==> config.mk <==
export PLATFORM = sky130hd
export DESIGN_NAME = writeback_cache_line_state
export DESIGN_NICKNAME = d
export VERILOG_FILES = /design/src/line_state_pkg.sv /design/src/writeback_cache_line_state.sv
export SDC_FILE = /design/constraint.sdc
export NUM_CORES = 2
export LEC_CHECK = 0
export BUFFER_PORTS_ARGS = -buffer_cell sky130_fd_sc_hd__buf_2
export CAP_MARGIN = 20
export CORE_ASPECT_RATIO = 1.5
export CORE_MARGIN = 4
export CORE_UTILIZATION = 38
export CTS_BUF_LIST = sky130_fd_sc_hd__clkbuf_2
export CTS_CLUSTER_DIAMETER = 150
export DETAILED_ROUTE_END_ITERATION = 6
export SLEW_MARGIN = 15
export SYNTH_ARGS = -nofsm -noshare
export SYNTH_HDL_FRONTEND = slang
export SYNTH_SLANG_ARGS = --single-unit
==> constraint.sdc <==
create_clock -name sys_clk_i -period 5.5 [get_ports sys_clk_i]
set_input_delay 0.275 -clock sys_clk_i [delete_from_list [all_inputs] [get_ports sys_clk_i]]
set_output_delay 0.275 -clock sys_clk_i [all_outputs]
set_load 0.01 [all_outputs]
==> src/line_state_pkg.sv <==
// package: line state encodings, geometry and bus carrier types
package line_state_pkg;
   localparam int LINES = 8;
   localparam int IDX_W = 3;
   localparam int TAG_W = 25;
   localparam int WORDS = 4;
   localparam int WORD_W = 32;
   localparam int WSEL_W = 2;
   localparam int ADDR_W = 30;
   localparam int IDX_LSB = 2;
   localparam int TAG_LSB = 5;
   localparam logic [1:0] ST_INVALID = 2'h0;
   localparam logic [1:0] ST_EXCLUSIVE = 2'h1;
   localparam logic [1:0] ST_MODIFIED = 2'h2;
   localparam logic [1:0] ST_SHARED = 2'h3;

   typedef struct packed {
      logic [ADDR_W-1:0] addr;
      logic [WORD_W-1:0] data;
   } access_type;

   typedef struct packed {
      logic [ADDR_W-1:0] addr;
      logic [WORD_W-1:0] data;
      logic write_read;
   } bus_req_type;
endpackage

==> src/writeback_cache_line_state.sv <==
// line-state control of a small direct-mapped unified cache with mesi states
// How it works
// policy select high at hard reset selects write-back mode
// in write-back mode policy select sampled with ready or first burst ready
// that sample low marks line write-through, high marks write-back
// policy select low at reset makes every later fill write-through
// write/read indicator high for write bus cycles, low for reads
// each tag entry holds two status bits beside its address tag
// each line holds four 32-bit words sharing one tag
// status 00 invalid, 01 exclusive, 10 modified, 11 shared
// lines allocated on read misses only, never on write misses
// write hit to shared line updates cache and goes to the bus
// write hit to exclusive or modified line stays in cache only
// write to invalid or absent line goes to bus, cache untouched
// modified line written out on replacement and on snoop hit
// snoop hit on modified line backs other master off during write-back
// read hitting a valid tag is served from cache
// invalid lines take no part in snoop hits or write-backs
// write-through writes to valid lines update cache and bus
// write-through lines are kept in the shared state
// reload with page flag 0: exclusive if policy sampled 1, else shared
// reload with page flag 1 forces the shared state
// write hit on exclusive line makes it modified, no bus activity
//
// Implementation choices: the plain strobed port.
module writeback_cache_line_state
   import line_state_pkg::*;
(
   input wire logic sys_clk_i,
   input wire logic nrst_i,
   input wire logic cpu_rd_i,
   input wire logic cpu_wr_i,
   input wire access_type cpu_req_i,
   output logic cpu_done_o,
   output logic [WORD_W-1:0] cpu_rdata_o,
   output logic bus_start_o,
   output bus_req_type bus_req_o,
   output logic bus_burst_o,
   input wire logic ready_n_i,
   input wire logic burst_ready_n_i,
   input wire logic [WORD_W-1:0] bus_rdata_i,
   input wire logic line_policy_select_i,
   input wire logic page_write_through_flag_i,
   input wire logic snoop_start_i,
   input wire logic snoop_inv_i,
   input wire logic [ADDR_W-1:0] snoop_addr_i,
   output logic snoop_hit_modified_o,
   output logic backoff_o,
   output logic writeback_mode_o,
   output logic supply_level_indicator_o
);
   typedef enum logic [2:0] {
      S_IDLE, S_WR_BUS, S_EVICT, S_FILL, S_SNOOP_WB, S_DONE
   } fsm_type;

   function automatic logic [IDX_W-1:0] idx_of(input logic [ADDR_W-1:0] a);
      return a[TAG_LSB-1:IDX_LSB];
   endfunction
   function automatic logic [TAG_W-1:0] tag_of(input logic [ADDR_W-1:0] a);
      return a[ADDR_W-1:TAG_LSB];
   endfunction
   // only a valid line can hit, be snooped or be written back
   function automatic logic line_valid(input logic [1:0] st);
      return st != ST_INVALID;
   endfunction
   // exclusive and modified lines take writes without the bus
   function automatic logic line_private(input logic [1:0] st);
      return (st == ST_EXCLUSIVE) || (st == ST_MODIFIED);
   endfunction
   // a dirty line must reach memory before it is reused or snooped
   function automatic logic line_dirty(input logic [1:0] st);
      return st == ST_MODIFIED;
   endfunction

   // pin synchronisers, first stage read by second only
   // ready, data and policy share one delay, so they stay aligned
   logic rdy_s1_ff, rdy_s2_ff, burst_ready_s1_ff, burst_ready_s2_ff, pol_s1_ff, pol_s2_ff;
   logic pwt_s1_ff, pwt_s2_ff, snp_s1_ff, snp_s2_ff, inv_s1_ff, inv_s2_ff;
   logic [ADDR_W-1:0] saddr_s1_ff, saddr_s2_ff;
   logic [WORD_W-1:0] rdat_s1_ff, rdat_s2_ff;
   // strap sampled once the policy pin has crossed both sync stages
   localparam logic [1:0] STRAP_EDGES = 2'h3;
   logic [1:0] strap_cnt_ff;
   // snoop request parked until the idle machine can look at it
   logic snoop_pend_ff, snoop_inv_ff, wb_inv_ff, supply_ff;
   logic [ADDR_W-1:0] snoop_addr_ff;

   // tag array and data
   logic [TAG_W-1:0] tag_ff [LINES];
   logic [1:0] state_ff [LINES];
   logic [WORD_W-1:0] data_ff [LINES][WORDS];

   // control state and bus request registers
   fsm_type fsm_ff;
   logic wb_mode_ff;
   logic first_rdy_ff;
   logic fill_wb_ff;
   logic [WSEL_W-1:0] beat_ff;
   logic [IDX_W-1:0] snoop_idx_ff;
   logic cpu_done_ff, bus_start_ff, bus_burst_ff, hitm_ff, boff_ff;
   logic [WORD_W-1:0] cpu_rdata_ff;
   bus_req_type bus_req_ff;

   wire logic [IDX_W-1:0] cidx = idx_of(cpu_req_i.addr);
   wire logic [WSEL_W-1:0] cword = cpu_req_i.addr[WSEL_W-1:0];
   wire logic [1:0] cstate = state_ff[cidx];
   wire logic chit = line_valid(cstate) && (tag_ff[cidx] == tag_of(cpu_req_i.addr));
   wire logic [IDX_W-1:0] sidx = idx_of(snoop_addr_ff);
   wire logic [1:0] sstate = state_ff[sidx];
   // invalid lines never hit a snoop
   wire logic shit = line_valid(sstate) && (tag_ff[sidx] == tag_of(snoop_addr_ff));

   // idle decisions: a snoop hit goes before any cpu request
   wire logic snoop_take = snoop_pend_ff && shit;
   wire logic rd_hit = cpu_rd_i && chit;
   wire logic wr_private = cpu_wr_i && chit && line_private(cstate);

   // ready arrives through the sync stages, two cycles after the pin
   wire logic ready_seen = !rdy_s2_ff || !burst_ready_s2_ff;
   wire logic victim_dirty = line_dirty(cstate);
   // reload state: page flag overrides, write-through fills shared
   // page flag taken from its sync stage, in step with the last ready
   wire logic [1:0] fill_state = (pwt_s2_ff || !fill_wb_ff) ?
                                 ST_SHARED : ST_EXCLUSIVE;
   // write-back source: the snooped line or the victim
   wire logic [IDX_W-1:0] widx = (fsm_ff == S_SNOOP_WB) ? snoop_idx_ff : cidx;

   always_ff @(posedge sys_clk_i or negedge nrst_i) begin
      if (!nrst_i) begin
         rdy_s1_ff <= 1'b1;
         rdy_s2_ff <= 1'b1;
         burst_ready_s1_ff <= 1'b1;
         burst_ready_s2_ff <= 1'b1;
         pol_s1_ff <= 1'b0;
         pol_s2_ff <= 1'b0;
         pwt_s1_ff <= 1'b0;
         pwt_s2_ff <= 1'b0;
         snp_s1_ff <= 1'b0;
         snp_s2_ff <= 1'b0;
         inv_s1_ff <= 1'b0;
         inv_s2_ff <= 1'b0;
         saddr_s1_ff <= '0;
         saddr_s2_ff <= '0;
         rdat_s1_ff <= '0;
         rdat_s2_ff <= '0;
      end else begin
         rdy_s1_ff <= ready_n_i;
         rdy_s2_ff <= rdy_s1_ff;
         burst_ready_s1_ff <= burst_ready_n_i;
         burst_ready_s2_ff <= burst_ready_s1_ff;
         pol_s1_ff <= line_policy_select_i;
         pol_s2_ff <= pol_s1_ff;
         pwt_s1_ff <= page_write_through_flag_i;
         pwt_s2_ff <= pwt_s1_ff;
         snp_s1_ff <= snoop_start_i;
         snp_s2_ff <= snp_s1_ff;
         inv_s1_ff <= snoop_inv_i;
         inv_s2_ff <= inv_s1_ff;
         saddr_s1_ff <= snoop_addr_i;
         saddr_s2_ff <= saddr_s1_ff;
         rdat_s1_ff <= bus_rdata_i;
         rdat_s2_ff <= rdat_s1_ff;
      end
   end

   // mode strap: policy pin seen through both sync stages after release,
   // so the reset value of the stages never becomes the mode
   always_ff @(posedge sys_clk_i or negedge nrst_i) begin
      if (!nrst_i) begin
         strap_cnt_ff <= 2'h0;
         wb_mode_ff <= 1'b0;
      end else if (strap_cnt_ff != STRAP_EDGES) begin
         strap_cnt_ff <= strap_cnt_ff + 2'h1;
         if (strap_cnt_ff == STRAP_EDGES - 2'h1) begin
            wb_mode_ff <= pol_s2_ff;
         end
      end
   end

   // snoop held until the idle machine looks at it, so a snoop that lands
   // during a cpu transfer is answered afterwards instead of being dropped;
   // the system must keep the snoop address steady while the strobe syncs
   always_ff @(posedge sys_clk_i or negedge nrst_i) begin
      if (!nrst_i) begin
         snoop_pend_ff <= 1'b0;
         snoop_inv_ff <= 1'b0;
         snoop_addr_ff <= '0;
      end else if (snp_s2_ff) begin
         snoop_pend_ff <= 1'b1;
         snoop_inv_ff <= inv_s2_ff;
         snoop_addr_ff <= saddr_s2_ff;
      end else if (fsm_ff == S_IDLE) begin
         snoop_pend_ff <= 1'b0;
      end
   end

   // control state machine
   always_ff @(posedge sys_clk_i or negedge nrst_i) begin
      if (!nrst_i) begin
         fsm_ff <= S_IDLE;
         first_rdy_ff <= 1'b0;
         fill_wb_ff <= 1'b0;
         beat_ff <= '0;
         snoop_idx_ff <= '0;
         wb_inv_ff <= 1'b0;
         cpu_done_ff <= 1'b0;
         cpu_rdata_ff <= '0;
         bus_start_ff <= 1'b0;
         bus_burst_ff <= 1'b0;
         bus_req_ff <= '0;
         hitm_ff <= 1'b0;
         boff_ff <= 1'b0;
         for (int i = 0; i < LINES; i++) begin
            state_ff[i] <= ST_INVALID;
            tag_ff[i] <= '0;
         end
      end else begin
         // strobes last one cycle unless set again below
         cpu_done_ff <= 1'b0;
         bus_start_ff <= 1'b0;
         hitm_ff <= 1'b0;
         case (fsm_ff)
            S_IDLE: begin
               if (snoop_take) begin
                  snoop_idx_ff <= sidx;
                  wb_inv_ff <= snoop_inv_ff;
                  if (line_dirty(sstate)) begin
                     // other master backed off while line goes out
                     hitm_ff <= 1'b1;
                     boff_ff <= 1'b1;
                     beat_ff <= '0;
                     bus_req_ff.addr <= {tag_ff[sidx], sidx, 2'h0};
                     bus_req_ff.data <= data_ff[sidx][0];
                     bus_req_ff.write_read <= 1'b1;
                     bus_start_ff <= 1'b1;
                     bus_burst_ff <= 1'b1;
                     fsm_ff <= S_SNOOP_WB;
                  end else if (snoop_inv_ff) begin
                     state_ff[sidx] <= ST_INVALID;
                  end else begin
                     state_ff[sidx] <= ST_SHARED;
                  end
               end else if (rd_hit) begin
                  cpu_rdata_ff <= data_ff[cidx][cword];
                  cpu_done_ff <= 1'b1;
                  fsm_ff <= S_DONE;
               end else if (cpu_rd_i) begin
                  // read miss allocates; dirty victim copied out first
                  beat_ff <= '0;
                  first_rdy_ff <= 1'b1;
                  bus_start_ff <= 1'b1;
                  bus_burst_ff <= 1'b1;
                  if (victim_dirty) begin
                     bus_req_ff.addr <= {tag_ff[cidx], cidx, 2'h0};
                     bus_req_ff.data <= data_ff[cidx][0];
                     bus_req_ff.write_read <= 1'b1;
                     fsm_ff <= S_EVICT;
                  end else begin
                     bus_req_ff.addr <= {cpu_req_i.addr[ADDR_W-1:WSEL_W], 2'h0};
                     bus_req_ff.data <= '0;
                     bus_req_ff.write_read <= 1'b0;
                     fsm_ff <= S_FILL;
                  end
               end else if (cpu_wr_i) begin
                  if (wr_private) begin
                     // cache only; exclusive becomes modified
                     state_ff[cidx] <= ST_MODIFIED;
                     cpu_done_ff <= 1'b1;
                     fsm_ff <= S_DONE;
                  end else begin
                     // shared hit or miss: out to bus, no allocation
                     bus_req_ff <= '{addr: cpu_req_i.addr, data: cpu_req_i.data,
                                     write_read: 1'b1};
                     bus_start_ff <= 1'b1;
                     bus_burst_ff <= 1'b0;
                     fsm_ff <= S_WR_BUS;
                  end
               end
            end
            // done only once memory has taken the word
            S_WR_BUS: begin
               if (ready_seen) begin
                  cpu_done_ff <= 1'b1;
                  fsm_ff <= S_DONE;
               end
            end
            S_EVICT, S_SNOOP_WB: begin
               if (ready_seen) begin
                  beat_ff <= beat_ff + 2'h1;
                  // next word staged as soon as the current one is taken
                  bus_req_ff.data <= data_ff[widx][beat_ff + 2'h1];
                  bus_req_ff.addr <= {bus_req_ff.addr[ADDR_W-1:WSEL_W], beat_ff + 2'h1};
                  if (beat_ff == 2'h3) begin
                     bus_burst_ff <= 1'b0;
                     beat_ff <= '0;
                     if (fsm_ff == S_SNOOP_WB) begin
                        state_ff[snoop_idx_ff] <= wb_inv_ff ? ST_INVALID : ST_SHARED;
                        boff_ff <= 1'b0;
                        fsm_ff <= S_IDLE;
                     end else begin
                        // victim stays modified until overwritten by the fill
                        bus_req_ff.addr <= {cpu_req_i.addr[ADDR_W-1:WSEL_W], 2'h0};
                        bus_req_ff.write_read <= 1'b0;
                        bus_start_ff <= 1'b1;
                        bus_burst_ff <= 1'b1;
                        fsm_ff <= S_FILL;
                     end
                  end
               end
            end
            S_FILL: begin
               if (ready_seen) begin
                  if (first_rdy_ff) begin
                     // policy sampled with first ready only
                     fill_wb_ff <= wb_mode_ff && pol_s2_ff;
                     first_rdy_ff <= 1'b0;
                  end
                  beat_ff <= beat_ff + 2'h1;
                  if (beat_ff == 2'h3) begin
                     tag_ff[cidx] <= tag_of(cpu_req_i.addr);
                     state_ff[cidx] <= fill_state;
                     bus_burst_ff <= 1'b0;
                     cpu_rdata_ff <= (cword == 2'h3) ? rdat_s2_ff :
                                     data_ff[cidx][cword];
                     cpu_done_ff <= 1'b1;
                     fsm_ff <= S_DONE;
                  end
               end
            end
            // request must drop before the next one is taken
            S_DONE: begin
               if (!cpu_rd_i && !cpu_wr_i) begin
                  fsm_ff <= S_IDLE;
               end
            end
            // unused codes fall back to idle
            default: begin
               fsm_ff <= S_IDLE;
            end
         endcase
      end
   end

   // data store: fill beats, write hits update cache
   // no reset: words are read only once the line state says valid
   wire logic fill_beat = (fsm_ff == S_FILL) && ready_seen;
   wire logic wr_hit = (fsm_ff == S_IDLE) && !snoop_take && !cpu_rd_i &&
                       cpu_wr_i && chit;
   always_ff @(posedge sys_clk_i) begin
      if (fill_beat) begin
         data_ff[cidx][beat_ff] <= rdat_s2_ff;
      end else if (wr_hit) begin
         data_ff[cidx][cword] <= cpu_req_i.data;
      end
   end

   assign cpu_done_o = cpu_done_ff;
   assign cpu_rdata_o = cpu_rdata_ff;
   assign bus_start_o = bus_start_ff;
   assign bus_req_o = bus_req_ff;
   assign bus_burst_o = bus_burst_ff;
   assign snoop_hit_modified_o = hitm_ff;
   assign backoff_o = boff_ff;
   assign writeback_mode_o = wb_mode_ff;
   assign supply_level_indicator_o = supply_ff;

   // supply indicator: one fixed supply level, kept in a flop so that
   // every output leaves from a register
   always_ff @(posedge sys_clk_i or negedge nrst_i) begin
      if (!nrst_i) begin
         supply_ff <= 1'b0;
      end else begin
         supply_ff <= 1'b0;
      end
   end
endmodule

==> results.cfg <==
[yosys]
synth_ff_type = edfxtp_1
ys_ff_latch = 1516
netlist_area_sq_mm = 0.07350
netlist_instances = 5927
synth_nets = 6069
synth_edf_count = 1024
avgSynthCellArea_sq_um = 12.40
yosysTopAreaCellShare = 0.4184
synthArstFlopShare = 0.3245
yosysTopAreaCell = edfxtp_1
synth_cell_types = 93
synth_area_leaders = edfxtp_1 (42%), dfrtp_1 (17%), mux2_2 (6.4%), mux4_2 (4.5%), nand2_1 (4.5%)
yosysWarnings = 0
yosysSeqAreaShare = 0.5859

[worst_setup_path]
critical-path-max-stage-delay_ns = 0.86
cp_cell_sequence = mux4_2 -> mux2i_1 -> xnor2_1 -> nor4_1 -> nand4bb_1 -> nor4_4 -> nand4b_4 -> nor3_4 -> a21oi_2 -> nor2_4 -> buf_4
cp.arrival_ns = 6.56
worst_setup_path_end_kind = flop
worstPathRequired_ns = 6.69
crit_family = simple AND/OR/NAND/NOR gates
crit_fanout = 25
start_kind = flop
critPathSlowestCell = dfrtp_2
critPathKind = reg2reg
critPathBufInv = 1

[route]
drt_iter0_markers = 8045
wl_microns = 313300
drc_errors = 0
wl_per_cell_microns = 33.12
vias_per_cell = 6.489
vias = 61380
drt_first_pass_iters = 7
ant_nets = 0

[finish]
syn_to_final_growth_pct = 17.60
final_area_sq_mm = 0.08644
fillerInstances = 17630
final_nets = 6821
layout_commonest_cell = edfxtp_1
post-route-util = 0.4496
final_cell_mix = edfxtp_1 (1024), nand2_1 (883), dfrtp_1 (485)
drive_gt1_frac = 0.2518

[clock_network]
path_clk_slew_ns = 0.11
cts_sinks = 1516
cts_made_buffers = 366
cts_setup_buffers = 0
clock_path_buffers = 4
insertion_delay_ns = 1.69
cts-root-buf = clkbuf_2
h-tree-depth = 5
cts_tree = done

[die]
core_area_sq_mm = 0.1923
die-height_microns = 546.6
pin_count = 236
die_x_microns = 367.1
initial_core_util = 0.3823
row_count = 197
dieArea_sq_mm = 0.2007

[sta]
slew_violations = 0
finalSetupViolCount = 0
fin_crit_ns = 5.373
tns_ns = 0
rsz0062_at_grt = false
hold_viol_final = 0
skew_ns = 0.2650
relSlewSlack = 0.1910
tightest_slew_ns = 1.211
min_period_over_period = 0.9769
fmax_ghz = 0.1861

[global_routing]
grt_max_degree = 150
antenna_found_initial = 20
grt.total_usage = 0.3015
grt_pass1_wl_microns = 437800
grt_pass1_vias = 61080
grt_overflow_total = 0

[placement]
gp_congestion = 0.9682
post_dp_cell_area_sq_mm = 0.07926
port-buffer-count = 232
place_hpwl_microns = 195700

[pwr]
finalPower_uw = 30660
vdd_drop_max_uv = 309.0
p_clk_frac = 0.266
p_leak_uw = 0.03267
p_switching_uw = 11370
internal-power_uw = 19300
power_density_mw_per_mm2 = 354.8
switching_share = 0.3707
combPwrFrac = 0.301
p_seq_frac = 0.434

[hold_path]
hold_class = in2reg

[status]
status = completed

[flow_run]
drv_cap = 0
-- final cells by class --
cell class,count,area (sq um),area share
Clock buffer,482,2412,0.02791
Multi-Input combinational cell,3869,28640,0.3313
Inverter,47,176.4,0.002041
Antenna cell,16,40.04,0.0004632
Sequential cell,1516,43070,0.4983
Clock inverter,162,1187,0.01374
Timing Repair Buffer,879,7800,0.09024
Tap cell,2487,3112,0.03600
-- sequential cells by signal (all words and copies together) (netlist names), 2 cells and up, named ones only --
register,cells
rdat_s1_ff,32
saddr_s2_ff,28
data_ff,1024
tag_ff,200
bus_req_o,63
strap_cnt_ff,2
snoop_addr_ff,28
rdat_s2_ff,32
cpu_rdata_o,32
beat_ff,2
saddr_s1_ff,28
fsm_ff,3
snoop_idx_ff,3
-- through the flow --
stage / hold WS [ns] / std cells / setup slack (ns)
after CTS: 0.05469 / 9439 / 0.2897
after floorplan: -0.02059 / 5927 / -0.2273
after global placement: 0.3330 / 8450 / 0.3380
after global routing: 0.1745 / 9447 / 0.01679
after detailed placement: 0.3347 / 8450 / 0.3268
final: 0.2368 / 9458 / 0.1273
-- synthesized netlist by cell type, types with 119 or more instances --
library cell / n
edfxtp_1: 1024
nand2_1: 884
dfrtp_1: 488
mux2_2: 415
a22oi_1: 319
clkbuf_1: 315
nand3_1: 313
nor2_1: 186
mux2i_1: 183
a21oi_1: 180
o21ai_0: 174
mux4_2: 148
a221oi_1: 140
a22o_1: 119
-- routing by layer --
| layer | share of wire | vias up | track usage |
|---|---|---|---|
| met5 | 0.00033 | - | 0 |
| met4 | 0.096 | 16 | 0.2361 |
| met3 | 0.12 | 1535 | 0.07683 |
| met2 | 0.45 | 5023 | 0.4808 |
| met1 | 0.33 | 30100 | 0.3466 |
| li1 | - | 24710 | - |
-- tightest hold or removal path: stages --
cell	delay [ns]
dlygate4sd3_1	0.53
buf_2	0.13
dlygate4sd3_1	0.75
mux2_2	0.21
-- power by group through the flow --
stage | Sequential, uW | Clock, uW | Combinational [uW]
floorplan | 13400 | 0 | 4850
global route | 13300 | 8930 | 9570
detailed placement | 13500 | 0 | 8680
global placement | 13500 | 0 | 8600
finish | 13300 | 8150 | 9220
CTS | 13300 | 8320 | 8920
-- kinds of logic (layout without fill, tap and decap cells) --
| family | after synthesis | count (layout) | synth area share |
|---|---|---|---|
| mux | 811 | 811 | 0.1438 |
| buf+inv | 542 | 1570 | 0.03137 |
| flops | 1516 | 1516 | 0.5859 |
| other cells | 1 | 17 | 0.00005102 |
| simple gates | 1684 | 1684 | 0.1032 |
| fa+ha+maj | 8 | 8 | 0.001362 |
| compound gates | 1338 | 1338 | 0.1311 |
| xor+xnor | 27 | 27 | 0.003217 |
-- path summary, 6_finish.rpt --
kind | startpoint | depth (start not counted) | slack, ns | end
setup / recovery | snoop_addr_ff[2]$_DFFE_PN0P_ | 11 | 0.13 | data_ff[2][60]$_DFFE_PP_
hold / removal | cpu_req_i[47] | 4 | 0.24 | tag_ff[35]$_DFFE_PN0P_
setup reg to reg | snoop_addr_ff[2]$_DFFE_PN0P_ | 11 | 0.13 | data_ff[2][60]$_DFFE_PP_
hold reg to reg | rdat_s1_ff[10]$_DFF_PN0_ | 0 | 0.31 | rdat_s2_ff[10]$_DFF_PN0_
max in group asynchronous | nrst_i | 6 | 3.87 | rdat_s1_ff[31]$_DFF_PN0_
min in group asynchronous | nrst_i | 5 | 0.43 | saddr_s2_ff[27]$_DFF_PN0_
-- what timing repair did --
action,CTS,global route
resized for setup,0,0
hold endpoints to repair,2615,0
hold buffers,345,0
(Power assumes the default switching activity.)
